**src/inc/sar_adc_params.svh**
```systemverilog
`ifndef SAR_ADC_PARAMS_SVH
`define SAR_ADC_PARAMS_SVH

// Register byte addresses
`define ADDR_CTRL 16'hFE58
`define ADDR_MODE 16'hFE59
`define ADDR_LOW 16'hFE5A
`define ADDR_HIGH 16'hFE5B

// Reset value of every register, and unmapped read value
`define REG_RESET 8'h00

// Channel codes
`define CH_LAST_LOW 4'h6
`define CH_FIRST_HIGH 4'h8
`define CH_LAST_HIGH 4'hA
`define CH_REF 4'hE
`define CH_HIGH_OFFSET 4'h1
`define SEL_REF_BIT 10

// Conversion length in units of a third of an instruction cycle
`define UNITS_12 15'h0034
`define UNITS_8 15'h0020
`define UNITS_EXTRA 15'h0002

// System clock period and default instruction cycle, both in ns
`define CLK_NS 10
`define TCYC_NS_DEF 30

`endif

```
**src/inc/sar_adc_pkg.sv**
```systemverilog
package sar_adc_pkg;

   // Control register layout
   typedef struct packed {
      logic [3:0] channel_field;
      logic control_fixed_zero;
      logic run_bit;
      logic completion_flag;
      logic completion_irq_enable;
   } ctrl_reg_t;

   // Mode register layout
   typedef struct packed {
      logic mode_fixed_zero_7;
      logic resolution_select;
      logic [3:0] mode_fixed_zero_5_2;
      logic time_code_mid;
      logic time_code_lsb;
   } mode_reg_t;

   // Low result register layout
   typedef struct packed {
      logic [3:0] result_nibble;
      logic [2:0] low_fixed_zero;
      logic time_code_msb;
   } low_reg_t;

   // Software port request
   typedef struct packed {
      logic [15:0] addr;
      logic [7:0] wdata;
      logic wr;
      logic rd;
   } sw_req_t;

   // Sequencer state
   typedef enum logic [1:0] {
      st_idle = 2'b01,
      st_conv = 2'b10
   } conv_state_t;

endpackage

```
**src/rtl/conv_timer.sv**
```systemverilog
`timescale 1ns/100ps
`include "sar_adc_params.svh"

// Counts a conversion length in units, each unit_clks clocks long
module conv_timer #(
   parameter int unit_clks = 1
) (
   input wire logic clock, // System clock
   input wire logic rstn, // Synchronous reset, active low
   input wire logic load, // Start counting units
   input wire logic abort, // Stop without completing
   input wire logic [14:0] units, // Length in units
   output logic busy, // Counting
   output logic done // Last cycle of the count
);

   localparam logic [15:0] PRE_TOP = 16'(unit_clks - 1);

   logic [14:0] units_q, units_d; // Units still to run
   logic [15:0] pre_q, pre_d; // Clocks left in this unit
   logic busy_q, busy_d; // Count in progress

   // Finishing on the final clock of the final unit
   assign done = busy_q && (pre_q == 16'h0000) && (units_q == 15'h0001);
   assign busy = busy_q;

   // Next count values
   always_comb
   begin
      units_d = units_q;
      pre_d = pre_q;
      busy_d = busy_q;
      if (load)
      begin
         // Load overrides any count already running
         units_d = units;
         pre_d = PRE_TOP;
         busy_d = 1'b1;
      end
      else if (abort || done)
      begin
         busy_d = 1'b0;
      end
      else if (busy_q)
      begin
         if (pre_q == 16'h0000)
         begin
            pre_d = PRE_TOP;
            units_d = units_q - 15'h0001;
         end
         else
         begin
            pre_d = pre_q - 16'h0001;
         end
      end
   end

   // Count registers
   always_ff @(posedge clock)
   begin
      if (!rstn)
      begin
         units_q <= 15'h0000;
         pre_q <= 16'h0000;
         busy_q <= 1'b0;
      end
      else
      begin
         units_q <= units_d;
         pre_q <= pre_d;
         busy_q <= busy_d;
      end
   end

endmodule

```
**src/rtl/sar_adc_sequencer.sv**
```systemverilog
// Our own choice: the plain strobed port.
`timescale 1ns/100ps
`include "sar_adc_params.svh"

module sar_adc_sequencer
   import sar_adc_pkg::*;
#(
   parameter int tcyc_ns = `TCYC_NS_DEF // Instruction cycle in ns
) (
   input wire logic clock, // System clock, 100 MHz
   input wire logic rstn, // Synchronous reset, active low
   input wire logic [15:0] addr, // Register address
   input wire logic [7:0] wdata, // Write data
   input wire logic wr, // Write strobe
   input wire logic rd, // Read strobe
   output logic [7:0] rdata, // Read data, cycle after rd
   input wire logic [11:0] sar_result, // Converter output bits
   output logic [10:0] source_select, // One-hot analog source
   output logic conv_run, // Converter running
   output logic eight_bit, // Converter in 8-bit mode
   output logic irq // Completion interrupt request
);

   // One unit is a third of an instruction cycle, rounded up to clocks
   localparam int unit_clks_raw = (tcyc_ns + 3 * `CLK_NS - 1) / (3 * `CLK_NS);
   localparam int unit_clks = (unit_clks_raw < 1) ? 1 : unit_clks_raw;

   sw_req_t req; // Bundled software request
   ctrl_reg_t ctrl_q, ctrl_d; // Control register
   mode_reg_t mode_q, mode_d; // Mode register
   low_reg_t low_q, low_d; // Low result and time code
   logic [7:0] high_q, high_d; // High result register
   logic [7:0] rdata_q, rdata_d; // Read data holding
   conv_state_t state_q, state_d; // Sequencer state
   logic dbl_q, dbl_d; // Next 12-bit run is doubled
   logic irq_q, irq_d; // Registered interrupt
   logic [10:0] sel_q, sel_d; // Registered source select
   logic [11:0] res_meta_q, res_sync_q; // Result synchroniser
   logic [2:0] time_code; // Division exponent
   logic [14:0] conv_units; // Length of the next conversion
   logic wr_ctrl, wr_mode, wr_low, wr_high; // Write decodes
   ctrl_reg_t wctrl; // Write data seen as control fields
   mode_reg_t wmode; // Write data seen as mode fields
   logic start, abort, done, busy; // Timer handshake

   assign req = '{addr: addr, wdata: wdata, wr: wr, rd: rd};
   assign wr_ctrl = req.wr && (req.addr == `ADDR_CTRL);
   assign wr_mode = req.wr && (req.addr == `ADDR_MODE);
   assign wr_low = req.wr && (req.addr == `ADDR_LOW);
   assign wr_high = req.wr && (req.addr == `ADDR_HIGH);
   // Field views keep bit positions out of the decode logic
   assign wctrl = ctrl_reg_t'(req.wdata);
   assign wmode = mode_reg_t'(req.wdata);

   // Start on a run write while idle; a run write while busy only continues
   assign start = wr_ctrl && wctrl.run_bit && (state_q == st_idle);
   // Clearing the run bit mid-conversion abandons it
   assign abort = wr_ctrl && !wctrl.run_bit && (state_q == st_conv);

   // Time code: low register bit 0 is the top bit
   assign time_code = {low_q.time_code_msb, mode_q.time_code_mid,
      mode_q.time_code_lsb};

   // Units = base * 2^n + 2, doubled when a 12-bit warm-up is due
   always_comb
   begin
      logic [14:0] base;
      base = 15'h0000;
      if (mode_q.resolution_select)
      begin
         base = (`UNITS_8 << time_code) + `UNITS_EXTRA;
         conv_units = base;
      end
      else
      begin
         base = (`UNITS_12 << time_code) + `UNITS_EXTRA;
         conv_units = dbl_q ? 15'(base << 1) : base;
      end
   end

   // Unit timer, one per block
   conv_timer #(
      .unit_clks(unit_clks)
   ) u_timer (
      .clock(clock),
      .rstn(rstn),
      .load(start),
      .abort(abort),
      .units(conv_units),
      .busy(busy),
      .done(done)
   );

   // Result bits arrive from the analog side, so two flops first
   always_ff @(posedge clock)
   begin
      res_meta_q <= sar_result;
      res_sync_q <= res_meta_q;
   end

   // Channel decode; prohibited codes select nothing
   always_comb
   begin
      sel_d = 11'h000;
      if (ctrl_q.channel_field <= `CH_LAST_LOW)
      begin
         sel_d[ctrl_q.channel_field] = 1'b1;
      end
      else if ((ctrl_q.channel_field >= `CH_FIRST_HIGH) &&
         (ctrl_q.channel_field <= `CH_LAST_HIGH))
      begin
         sel_d[4'(ctrl_q.channel_field - `CH_HIGH_OFFSET)] = 1'b1;
      end
      else if (ctrl_q.channel_field == `CH_REF)
      begin
         sel_d[`SEL_REF_BIT] = 1'b1;
      end
   end

   // Sequencer and control register next values
   always_comb
   begin
      state_d = state_q;
      ctrl_d = ctrl_q;
      if (wr_ctrl)
      begin
         // Software-held fields; flag may only be cleared
         ctrl_d.channel_field = wctrl.channel_field;
         ctrl_d.control_fixed_zero = wctrl.control_fixed_zero;
         ctrl_d.completion_irq_enable = wctrl.completion_irq_enable;
         if (!wctrl.completion_flag)
         begin
            ctrl_d.completion_flag = 1'b0;
         end
      end
      unique case (state_q)
         st_idle:
         begin
            if (start)
            begin
               state_d = st_conv;
            end
         end
         st_conv:
         begin
            if (done || abort)
            begin
               state_d = st_idle;
            end
         end
      endcase
      // Hardware set wins over a clear in the same cycle
      if (done)
      begin
         ctrl_d.completion_flag = 1'b1;
      end
      ctrl_d.run_bit = (state_d == st_conv);
   end

   // Mode, result and doubling next values
   always_comb
   begin
      mode_d = mode_q;
      low_d = low_q;
      high_d = high_q;
      dbl_d = dbl_q;
      if (wr_mode)
      begin
         mode_d = wmode;
         // Going from 8-bit back to 12-bit rearms the doubled run
         if (mode_q.resolution_select && !wmode.resolution_select)
         begin
            dbl_d = 1'b1;
         end
      end
      if (wr_low)
      begin
         low_d = low_reg_t'(wdata);
      end
      if (wr_high)
      begin
         high_d = wdata;
      end
      if (done)
      begin
         if (mode_q.resolution_select)
         begin
            high_d = res_sync_q[7:0];
         end
         else
         begin
            high_d = res_sync_q[11:4];
            low_d.result_nibble = res_sync_q[3:0];
            if (!wr_mode)
            begin
               dbl_d = 1'b0;
            end
         end
      end
   end

   // Read mux, answered one cycle after the strobe
   always_comb
   begin
      rdata_d = `REG_RESET;
      if (req.rd)
      begin
         unique case (req.addr)
            `ADDR_CTRL: rdata_d = ctrl_q;
            `ADDR_MODE: rdata_d = mode_q;
            `ADDR_LOW: rdata_d = low_q;
            `ADDR_HIGH: rdata_d = high_q;
            default: rdata_d = `REG_RESET;
         endcase
      end
   end

   // Interrupt follows flag and enable together
   assign irq_d = ctrl_q.completion_flag && ctrl_q.completion_irq_enable;

   // All state registers except the result synchroniser and the checking helpers; reset drops the run bit and idles the timer
   always_ff @(posedge clock)
   begin
      if (!rstn)
      begin
         state_q <= st_idle;
         ctrl_q <= ctrl_reg_t'(`REG_RESET);
         mode_q <= mode_reg_t'(`REG_RESET);
         low_q <= low_reg_t'(`REG_RESET);
         high_q <= `REG_RESET;
         rdata_q <= `REG_RESET;
         dbl_q <= 1'b1;
         irq_q <= 1'b0;
         sel_q <= 11'h000;
      end
      else
      begin
         state_q <= state_d;
         ctrl_q <= ctrl_d;
         mode_q <= mode_d;
         low_q <= low_d;
         high_q <= high_d;
         rdata_q <= rdata_d;
         dbl_q <= dbl_d;
         irq_q <= irq_d;
         sel_q <= sel_d;
      end
   end

   assign rdata = rdata_q;
   assign source_select = sel_q;
   assign conv_run = ctrl_q.run_bit;
   assign eight_bit = mode_q.resolution_select;
   assign irq = irq_q;

   // Checking helpers: expected clocks and clocks spent so far
   logic [31:0] exp_q, cnt_q;
   always_ff @(posedge clock)
   begin
      if (!rstn)
      begin
         exp_q <= 32'h0000_0000;
         cnt_q <= 32'h0000_0000;
      end
      else if (start)
      begin
         exp_q <= 32'(conv_units) * 32'(unit_clks);
         cnt_q <= 32'h0000_0000;
      end
      else if (busy)
      begin
         cnt_q <= cnt_q + 32'h0000_0001;
      end
   end
endmodule

```
**config.mk**
```make
export PLATFORM = sky130hd
export DESIGN_NAME = sar_adc_sequencer
export DESIGN_NICKNAME = d
export VERILOG_FILES = /design/src/inc/sar_adc_pkg.sv /design/src/rtl/conv_timer.sv /design/src/rtl/sar_adc_sequencer.sv
export VERILOG_INCLUDE_DIRS = /design/src /design/src/inc
export SDC_FILE = /design/constraint.sdc
export NUM_CORES = 1
export LEC_CHECK = 0
export BUFFER_PORTS_ARGS = -buffer_cell sky130_fd_sc_hd__buf_2
export CORE_MARGIN = 4
export CORE_UTILIZATION = 40
export DETAILED_ROUTE_END_ITERATION = 7
export PLACE_DENSITY = 0.67
export SETUP_SLACK_MARGIN = 0.05
export SYNTH_ARGS = -nofsm -noshare
export SYNTH_HDL_FRONTEND = slang
export SYNTH_SLANG_ARGS = --single-unit
```
**constraint.sdc**
```tcl
create_clock -name clock -period 2.6 [get_ports clock]
set_clock_uncertainty 0.05 [all_clocks]
set_input_delay 0.26 -clock clock [delete_from_list [all_inputs] [get_ports clock]]
set_output_delay 0.26 -clock clock [all_outputs]
set_load 0.1 [all_outputs]
```
**After elaboration in Yosys (flattened, before gate mapping)**

Index checks and enable logic that the tools add are counted.

- Bits in latches: 0
- Input bits: 40
- ROM bits: 0
- Memories kept: 0
- Word-level logic and storage cells: 115
- Bits in writable memories: 0
- Output and inout bits: 22
- Bits in registers: 111

- Bitwise logic cells: 2
- Reduce and logical (&&, ||, !) cells: 29
- Shift-type cells: 2
- Add/subtract/negate cells: 5
- Mux-type cells: 35
- Magnitude comparators: 7
- Equal/unequal tests: 11
- Multipliers: 0
- Divide/modulo/power cells: 0

Operator list:

| kind | number |
|---|---|
| 15-bit two-way mux | 6 |
| 16-bit == test, second input constant | 4 |
| 8-bit two-way mux | 4 |
| 8-bit case mux with 4 select lines | 1 |
| 15-bit by 2-bit adder with 15-bit output, second input constant | 2 |
| 6-bit by 3-bit left shift with 15-bit output, first input constant | 2 |
| 16-bit logical NOT | 1 |
| 16-bit two-way mux | 1 |
| 16-bit by 1-bit subtractor with 16-bit output, second input constant | 1 |
| 15-bit by 1-bit == test with 1-bit output, second input constant | 1 |
| 1-bit logical AND | 15 |
| 15-bit by 1-bit subtractor with 15-bit output, second input constant | 1 |
| 1-bit two-way mux | 13 |
| 11-bit two-way mux | 1 |
| 4-bit by 5-bit less-than comparator with 1-bit output, second input constant | 2 |
| 10-bit two-way mux | 1 |
| 2-bit nonzero test | 5 |
| 1-bit demux with 4-bit select | 2 |
| 4-bit by 1-bit >= comparator with 1-bit output, second input constant | 2 |
| 4-bit two-way mux | 2 |
| 2-bit two-way mux | 3 |
| 2-bit AND reduction | 3 |
| 2-bit == test, second input constant | 2 |
| 4-bit == test, second input constant | 1 |
| 13 further kinds | 15 |

**Logic depth before layout (Yosys ltp)**

Gate-level depths: netlist of run 1.

- Word-level depth: 8
- Mapped depth: 10
- Gate-level depth less buffers: 8

**By module**

From an unflattened synthesis of run 1, not the netlist that was laid out.

- Cell total of the unflattened synthesis: 570
- Area total of the unflattened synthesis: 5210.0 um2

By module, submodules not included:

| module | area each (um2) | instances | cells an instance | seq. area each (um2) |
|---|---|---|---|---|
| sar_adc_sequencer | 3392.0 | 1 | 354 | 1581.5 |
| conv_timer | 1818.0 | 1 | 216 | 640.6 |

**Worst setup path after synthesis of run 1**

Ideal clock, no wire load.

- Kind: reg2reg
- Start point: register mode_q, in the netlist eight_bit
- End point: register high_q[0]
- Arrival time: 2097 ps
- Clock period less this slack: 2233 ps
- Path buffers: 3
- Library setup time: 86 ps
- Path slack: 367 ps
- Stages on the path, launching flop included: 6
- Data required time: 2464 ps
- Cells stage by stage: dfxtp_1 > clkbuf_1 > clkbuf_1 > clkbuf_1 > a211oi_1 > a211oi_1

- Word-level cells in the longest chain between the ends: 2

Ends and longest elaborated chain:

| item | RTL line | text |
|---|---|---|
| from (decl) | sar_adc_sequencer.sv:30 | `mode_reg_t mode_q, mode_d;` |
| from (signal assigned) | sar_adc_sequencer.sv:228 | `` mode_q <= mode_reg_t'(`REG_RESET); `` |
| from (signal assigned) | sar_adc_sequencer.sv:240 | `mode_q <= mode_d;` |
| 8-bit two-way mux | sar_adc_sequencer.sv:186 | `if (mode_q.resolution_select)` |
| 8-bit two-way mux | sar_adc_sequencer.sv:184 | `if (done)` |
| to (signal assigned) | sar_adc_sequencer.sv:230 | `` high_q <= `REG_RESET; `` |
| to (signal assigned) | sar_adc_sequencer.sv:242 | `high_q <= high_d;` |
| to (decl) | sar_adc_sequencer.sv:32 | `logic [7:0] high_q, high_d;` |

No other way between the ends.
A chain may end at the register's enable or synchronous reset.

**Final worst setup path of run 1**

- Start point: register state_q[0]
- End point: register u_timer.pre_q[2]

- Word-level cells in the longest chain between the ends: 5
- Elaborated cells on any way between the ends: 8
- Those cells by class: eq/ne: 2; bitwise: 1; reduce/logical: 5

Ends and longest elaborated chain:

| item | RTL line | text |
|---|---|---|
| from (decl) | sar_adc_sequencer.sv:34 | `conv_state_t state_q, state_d;` |
| from (signal assigned) | sar_adc_sequencer.sv:226 | `state_q <= st_idle;` |
| from (signal assigned) | sar_adc_sequencer.sv:238 | `state_q <= state_d;` |
| 2-bit == test | sar_adc_sequencer.sv:58 | `assign abort = wr_ctrl && !wctrl.run_bit && (state_q == st_conv);` |
| 1-bit logical AND | sar_adc_sequencer.sv:58 |  |
| 1-bit logical OR | conv_timer.sv:40 | `else if (abort \|\| done)` |
| 1-bit NOT (no line) | - |  |
| 2-bit AND reduction (no line) | - |  |
| to (signal assigned) | conv_timer.sv:70 | `pre_q <= pre_d;` |
| to (decl) | conv_timer.sv:20 | `logic [15:0] pre_q, pre_d;` |

Parallel ways exist; a longest one is shown, timed or not.

==> results of run 1 <==
worst max path at each step:
stage,from,end,slack [ns],cells after the start
6_report,state_q[0]$_SDFF_PN1_,u_timer.pre_q[2]$_SDFFE_PP0P_,0.28,6
5_1_grt,state_q[0]$_SDFF_PN1_,u_timer.pre_q[5]$_SDFFE_PP0P_,0.12,6
4_1_cts,state_q[0]$_SDFF_PN1_,u_timer.pre_q[2]$_SDFFE_PP0P_,0.27,6
3_5_place_dp,addr[15],u_timer.pre_q[8]$_SDFFE_PP0P_,0.01,7
3_3_place_gp,addr[15],u_timer.pre_q[2]$_SDFFE_PP0P_,0.10,7
2_1_floorplan,eight_bit$_SDFFE_PN0P_,high_q[0]$_SDFFE_PN0P_,0.37,5
report_power, final:
| part | switching [W] | internal [W] | leakage [nW] |
|---|---|---|---|
| registers | 0.00000570 | 0.00172 | 0.903 |
| logic | 0.0000670 | 0.0000520 | 1.30 |
| clock network | 0.000681 | 0.000704 | 0.149 |
| total | 0.000754 | 0.00247 | 2.35 |
flip-flops by register name, indices dropped and copies added, names as in the netlist:
register and flops:
eight_bit 1, conv_run 1, dbl_q 1, high_q 8
state_q 2, low_q 8, source_select 11, res_meta_q 12
u_timer.units_q 15, rdata 8, irq 1, ctrl_q 7
u_timer.busy 1, u_timer.pre_q 16, res_sync_q 12, mode_q 7
critical path: cells and delay by family, from the launching register on:
family	cells	cell delay (ns)
flip-flops	1	0.35
AND/OR/NAND/NOR	4	1.27
AO/OA/AOI/OAI	2	0.58
area by class of cell:
| class | instances | share of cell area, % |
|---|---|---|
| repair buffers | 95 | 10.03 |
| inverters | 10 | 0.6372 |
| clock inverters | 6 | 1.062 |
| flip-flops and latches | 111 | 37.72 |
| clock buffers | 10 | 4.057 |
| multi-input cells | 400 | 42.93 |
| well taps | 168 | 3.568 |
cells by family (layout without fill, tap and decap cells):
kind of cell	count (synthesis)	count (layout)	synth area share, %
multiplexers	33	33	7.108
AND/OR/NAND/NOR	227	227	23.76
adder cells (fa/ha/maj)	8	8	2.031
AO/OA/AOI/OAI	105	105	13.61
buffers and inverters	40	121	3.605
XOR/XNOR	27	27	4.798
flip-flops	111	111	45.09
metrics by stage:
stage	cell area (um^2)	hold WS [ns]	power [W]
2_1_floorplan	4928	0.2377	0.001814
3_3_place_gp	5469	0.2608	0.001867
3_5_place_dp	5469	0.2621	0.001870
4_1_cts	5891	0.1128	0.003263
5_1_grt	5891	0.1102	0.003347
6_report	5891	0.1235	0.003229
metal layers:
metal | up-vias | global-route usage [%]
met2 | 122 | 25.57
met4 | 0 | 4.852
li1 | 2123 | -
met5 | - | 0
met1 | 1927 | 23.19
met3 | 13 | 5.081
placed cells by master (no fill, tap or decap), types with 11 or more instances in the layout:
cell type,n
nor4_1,11
nor2_1,62
mux2i_1,17
nand2_1,51
xnor2_1,18
nor2b_1,12
a21oi_1,37
nand3_1,11
buf_4,22
dfxtp_1,111
nor3_1,19
mux2_2,16
nand4_1,14
buf_2,61
dlygate4sd3_1,12
a211oi_1,21
o21ai_0,21
repair_timing:
item	4_1_cts	5_1_grt
hold buffers	12	0
hold endpoints to repair	12	0
setup buffers	0	0
==> results.ini, run 1 <==
[run_status]
outcome = complete, no violations

[timing]
hold_viol_final = 0
fin_crit_sh_pct = 89.38
tightest_slew_ns = 0.6197
setup_viol = 0
max_freq_mhz = 430.3
slew_headroom_pct = 58.63
fin_crit_ns = 2.324
drv_slew = 0
rsz0062_at_grt = false
fin_setup_tns_ns = 0
worst_slack_ns = 0.2762

[detailed_routing]
vias_per_cell = 5.231
dr.first_iter.drc_count = 274
drcViolationCount = 0
vias = 4185
met2WireLength_um = 5220
wl_met3_um = 742
wl_met1_um = 5617
wl_per_cell_um = 14.63
top_layer = met4
wl_um = 11710
ant_nets = 0
firstDrtPassIters = 5

[worst_setup_path]
r2r-end = u_timer.pre_q[2]$_SDFFE_PP0P_
worst-endpoint-arrival_ns = 2.56
setup.worst_path.class = flop to flop
end_kind = flop
critPathLaunchType = flop
max_stage_delay_ns = 0.53
cp.required_ns = 2.84
worstRegToRegCells = 6
worstPathCellList = nand2b_1, or4_1, o211ai_4, nor2_2, or2_1, a21oi_1
slowest_stage = or4_1
crit_fanout = 14
timing.rr.start = state_q[0]$_SDFF_PN1_
ff2ff_setup_slack_ns = 0.28

[power_and_ir_drop]
p_leak_nw = 2.350
vdd_ir_drop_max_uv = 495.3
p_per_area_nw_per_um2 = 548.1

[final_layout]
regArea_um2 = 2222
fin_cells = 800
diodes = 0
fin_util_pct = 48.84
multi_input_area_um2 = 2529
syn2layout_area_growth_pct = 19.52
fill_cells = 1121
final_nets = 675
final_layout_size_suffix_gt1_share_pct = 19.78

[worst_hold_path]
min_to = mode_q[1]$_SDFFE_PN0P_
hp-class = input port to flop
hold-path-cell-count = 3
hp-start = wdata[1]

[floorplanning]
die_h_um = 119
io_pins = 62
dieArea_um2 = 14160
start_util_pct = 40.86
fp-row-count = 40
die_w_um = 119
core-area_um2 = 12060

[global_route]
grt_usage_pct = 16.87
grt_first_pass_wirelength_um = 19540
grt_start_max_net_pins = 34
antenna_found_initial = 0
grt_overflow_total = 0
grt_pass1_vias = 3925

[synthesis]
synth_area_leaders = dfxtp_1 (45%), nor2_1 (4.7%), nand2_1 (3.9%), a21oi_1 (3.8%), mux2_2 (3.7%)
synth_top_area_share_pct = 45.09
synth_largest_area_cell = dfxtp_1
yosys-top-cells-count = dfxtp_1 (111), nor2_1 (62), nand2_1 (51)
syn_inst = 551
async_flop_share_pct = 0
synth_edf_count = 0
synth_most_common_cell = dfxtp_1
syn_nets = 599
synth_area_um2 = 4928
avgSynthCellArea_um2 = 8.945
synthDistinctLibCells = 58
ys_seq_elements = 111
yosysSeqAreaShare_pct = 45.09
synth_ff_type = dfxtp_1
ys_warn_count = 0

[clock_tree]
clk_pin_slew_ns = 0.08
clock_sinks = 111
cts_root_buf = clkbuf_16
clockBufferDepth = 2
numCtsBuffers = 9
cts_tree = built
clkLatencyLatePin_ns = 0.36
cts_resized = 0
htree_levels = 3

[placement]
gp_congestion = 0.8227
post-place-cells = 772
io_buffers = 61
hpwlAfterDp_um = 8293
place_ws_ns = 0.01238

[job]
drv_cap = 0

No activity file was read; power rests on OpenSTA's default activity.
==> run 2: changes to the inputs <==
CORE_UTILIZATION = 50   (was 40)
MAX_ROUTING_LAYER = met4   (was unset)
PLACE_DENSITY = 0.78   (was 0.67)
clock period = 2.15 ns   (was 2.6 ns; I/O delays follow)
==> run 2 against run 1 <==
Effect of this change: first-iteration DRC count decreased by 6.2%; via count grew 6.3%; utilization up 16 points; setup slack lost 0.20 ns; critical endpoint is now high_q[0]$_SDFFE_PN0P_; hold slack worse by 0.063 ns.
==> results.ini, run 2 (synthesis gave the netlist of run 1 again) <==
[timing]
slew_headroom_pct = 61.96  ; was 58.63%
fin_crit_ns = 2.077  ; was 2.324 ns
max_freq_mhz = 481.5  ; was 430.3 MHz
hold_viol_final = 0  ; unchanged
tightest_slew_ns = 0.5698  ; was 0.6197 ns
fin_crit_sh_pct = 96.60  ; was 89.38%
rsz0062_at_grt = true  ; was false
fin_setup_tns_ns = 0  ; unchanged
drv_slew = 0  ; unchanged
whs_ns = 0.06077  ; was 0.1235 ns
setup_viol = 0  ; unchanged

[worst_setup_path]
setup.worst_path.class = flop to flop  ; unchanged
worst-endpoint-arrival_ns = 2.28  ; was 2.56 ns
max_stage_delay_ns = 0.44  ; was 0.53 ns
critPathLaunchType = flop  ; unchanged
crit_buf_inv = 1  ; was 0
crit_family = simple AND/OR/NAND/NOR gates  ; unchanged
slowest_stage = nor4_1  ; was or4_1
worstPathCellList = nor4_1, and4_1, nand3_2, buf_12, a211oi_1, a211oi_1  ; was nand2b_1, or4_1, o211ai_4, nor2_2, or2_1, a21oi_1
crit_fanout = 24  ; was 14
cp.required_ns = 2.35  ; was 2.84 ns
end_kind = flop  ; unchanged
cp_common_cell = a211oi_1

[global_route]
antenna_found_initial = 0  ; unchanged
met2_usage_pct = 35.79  ; was 25.57%
grt_overflow_total = 0  ; unchanged
grt_start_max_net_pins = 33  ; was 34
top_usage_layer = met2  ; unchanged
grt_first_pass_wirelength_um = 19750  ; was 19540 um
grt_pass1_vias = 4187  ; was 3925
grt_use_met3_pct = 3.239  ; was 5.081%
met1_usage_pct = 27.68  ; was 23.19%
grt_usage_pct = 21.84  ; was 16.87%

[job]
drv_cap = 0  ; unchanged

[floorplanning]
dieArea_um2 = 11510  ; was 14160 um^2
io_pins = 62  ; unchanged
die_h_um = 107.3  ; was 119 um
start_util_pct = 52.35  ; was 40.86%
die_w_um = 107.3  ; was 119 um
fp-row-count = 35  ; was 40
core-area_um2 = 9415  ; was 12060 um^2

[power_and_ir_drop]
p_per_area_nw_per_um2 = 578.6  ; was 548.1 nW/um^2
p_seq_share_pct = 59.5  ; was 53.4%
switching_share_pct = 25.33  ; was 23.35%
clock_power_share_pct = 36.0  ; was 42.9%
switching_power_w = 0.0008884  ; was 0.0007538 W
p_int_w = 0.002619  ; was 0.002475 W
p_leak_nw = 2.508  ; was 2.350 nW
pwr-share-comb_pct = 4.5  ; was 3.7%
vdd_ir_drop_max_uv = 500.2  ; was 495.3 uV
power_w = 0.003507  ; was 0.003229 W

[placement]
gp_congestion = 0.8685  ; was 0.8227
io_buffers = 61  ; unchanged
post-place-cells = 755  ; was 772
hpwlAfterDp_um = 8675  ; was 8293 um

[final_layout]
reg.largest.list = u_timer.pre_q x16, u_timer.units_q x15  ; unchanged
syn2layout_area_growth_pct = 22.98  ; was 19.52%
mostFrequentLayoutCell = dfxtp_1  ; unchanged
fill_cells = 742  ; was 1121
top_register = u_timer.pre_q  ; unchanged
largest_reg_flops = 16  ; unchanged
fin_cells = 785  ; was 800
final_cell_mix = dfxtp_1 (109), nor2_1 (62), buf_2 (61), nand2_1 (49), buf_4 (43)  ; was dfxtp_1 (111), nor2_1 (62), buf_2 (61), nand2_1 (51), a21oi_1 (37)
fin_util_pct = 64.37  ; was 48.84%
regArea_um2 = 2225  ; was 2222 um^2
final_nets = 699  ; was 675
final_layout_size_suffix_gt1_share_pct = 25.30  ; was 19.78%
multi_input_area_um2 = 2624  ; was 2529 um^2
diodes = 0  ; unchanged

[detailed_routing]
vias = 4448  ; was 4185
ant_nets = 0  ; unchanged
drcViolationCount = 0  ; unchanged
dr.first_iter.drc_count = 257  ; was 274
wl_per_cell_um = 15.72  ; was 14.63 um
vias_per_cell = 5.666  ; was 5.231
wl_um = 12340  ; was 11710 um
firstDrtPassIters = 5  ; unchanged

[clock_tree]
clock_sinks = 111  ; unchanged
clkLatencyLatePin_ns = 0.38  ; was 0.36 ns
clockBufferDepth = 2  ; unchanged
cts_root_buf = clkbuf_8  ; was clkbuf_16
htree_levels = 3  ; unchanged
numCtsBuffers = 9  ; unchanged
cts_tree = built  ; unchanged
clk_pin_slew_ns = 0.12  ; was 0.08 ns

[run_status]
outcome = complete, no violations  ; unchanged

[worst_hold_path]
hp-class = input port to flop  ; unchanged

[run 2: cell count changes in the layout (fill, tap and decap cells not counted), sizes merged]
cell	change
buf	+24
clkinv	+2
clkbuf	-1
inv	-1
[run 2: worst paths after layout]
check	endpoint	startpoint	slack, ns	cells past startpoint
worst max-delay path	high_q[0]$_SDFFE_PN0P_	u_timer.units_q[12]$_SDFFE_PN0P_	0.07	6
worst min-delay path	mode_q[0]$_SDFFE_PN0P_	wdata[0]	0.06	3
worst max register to register	high_q[0]$_SDFFE_PN0P_	u_timer.units_q[12]$_SDFFE_PN0P_	0.07	6
worst min register to register	res_sync_q[10]$_DFF_P_	res_meta_q[10]$_DFF_P_	0.29	0
[run 2: cell type report]
type                    count  share of cell area, %
clock buffers               9                  2.044
clock inverters             7                  1.342
inverters                  10                 0.6193
multi-input cells         400                  43.29
flip-flops and latches    111                  36.71
well taps                 129                  2.663
repair buffers            119                  13.34
[run 2: worst min-delay path, stage by stage]
cell and delay [ns]:
buf_2 0.13, nand2_1 0.06, a21oi_1 0.05
[run 2: timing repair]
action	CTS	global route
resized for setup	3	14
hold endpoints to repair	12	0
hold buffers	12	0
endpoints found under the setup margin	18	33
pin swaps	0	4
buffers inserted	0	2
[run 2: layer usage]
metal | wire [um] | vias up
li1 | - | 2164
met1 | 5319 | 2083
met2 | 5924 | 173
met3 | 853 | 28
met4 | 242 | 0
met5 | 0 | -
[run 2: metrics by stage]
stage               cell area, um^2  setup slack [ns]
floorplan                      4950           0.02723
global placement               5640         -0.009097
detailed placement             5640          -0.07303
global route                   6061         -0.001692
CTS                            5979           0.07498
finish                         6061           0.07321
[run 2: power by group through the flow]
stage	registers [W]	logic (W)	clock network (W)
2_1_floorplan	0.00214	0.0000563	0
3_3_place_gp	0.00213	0.000133	0
3_5_place_dp	0.00213	0.000136	0
4_1_cts	0.00209	0.000153	0.00128
5_1_grt	0.00209	0.000167	0.00137
6_report	0.00209	0.000156	0.00126
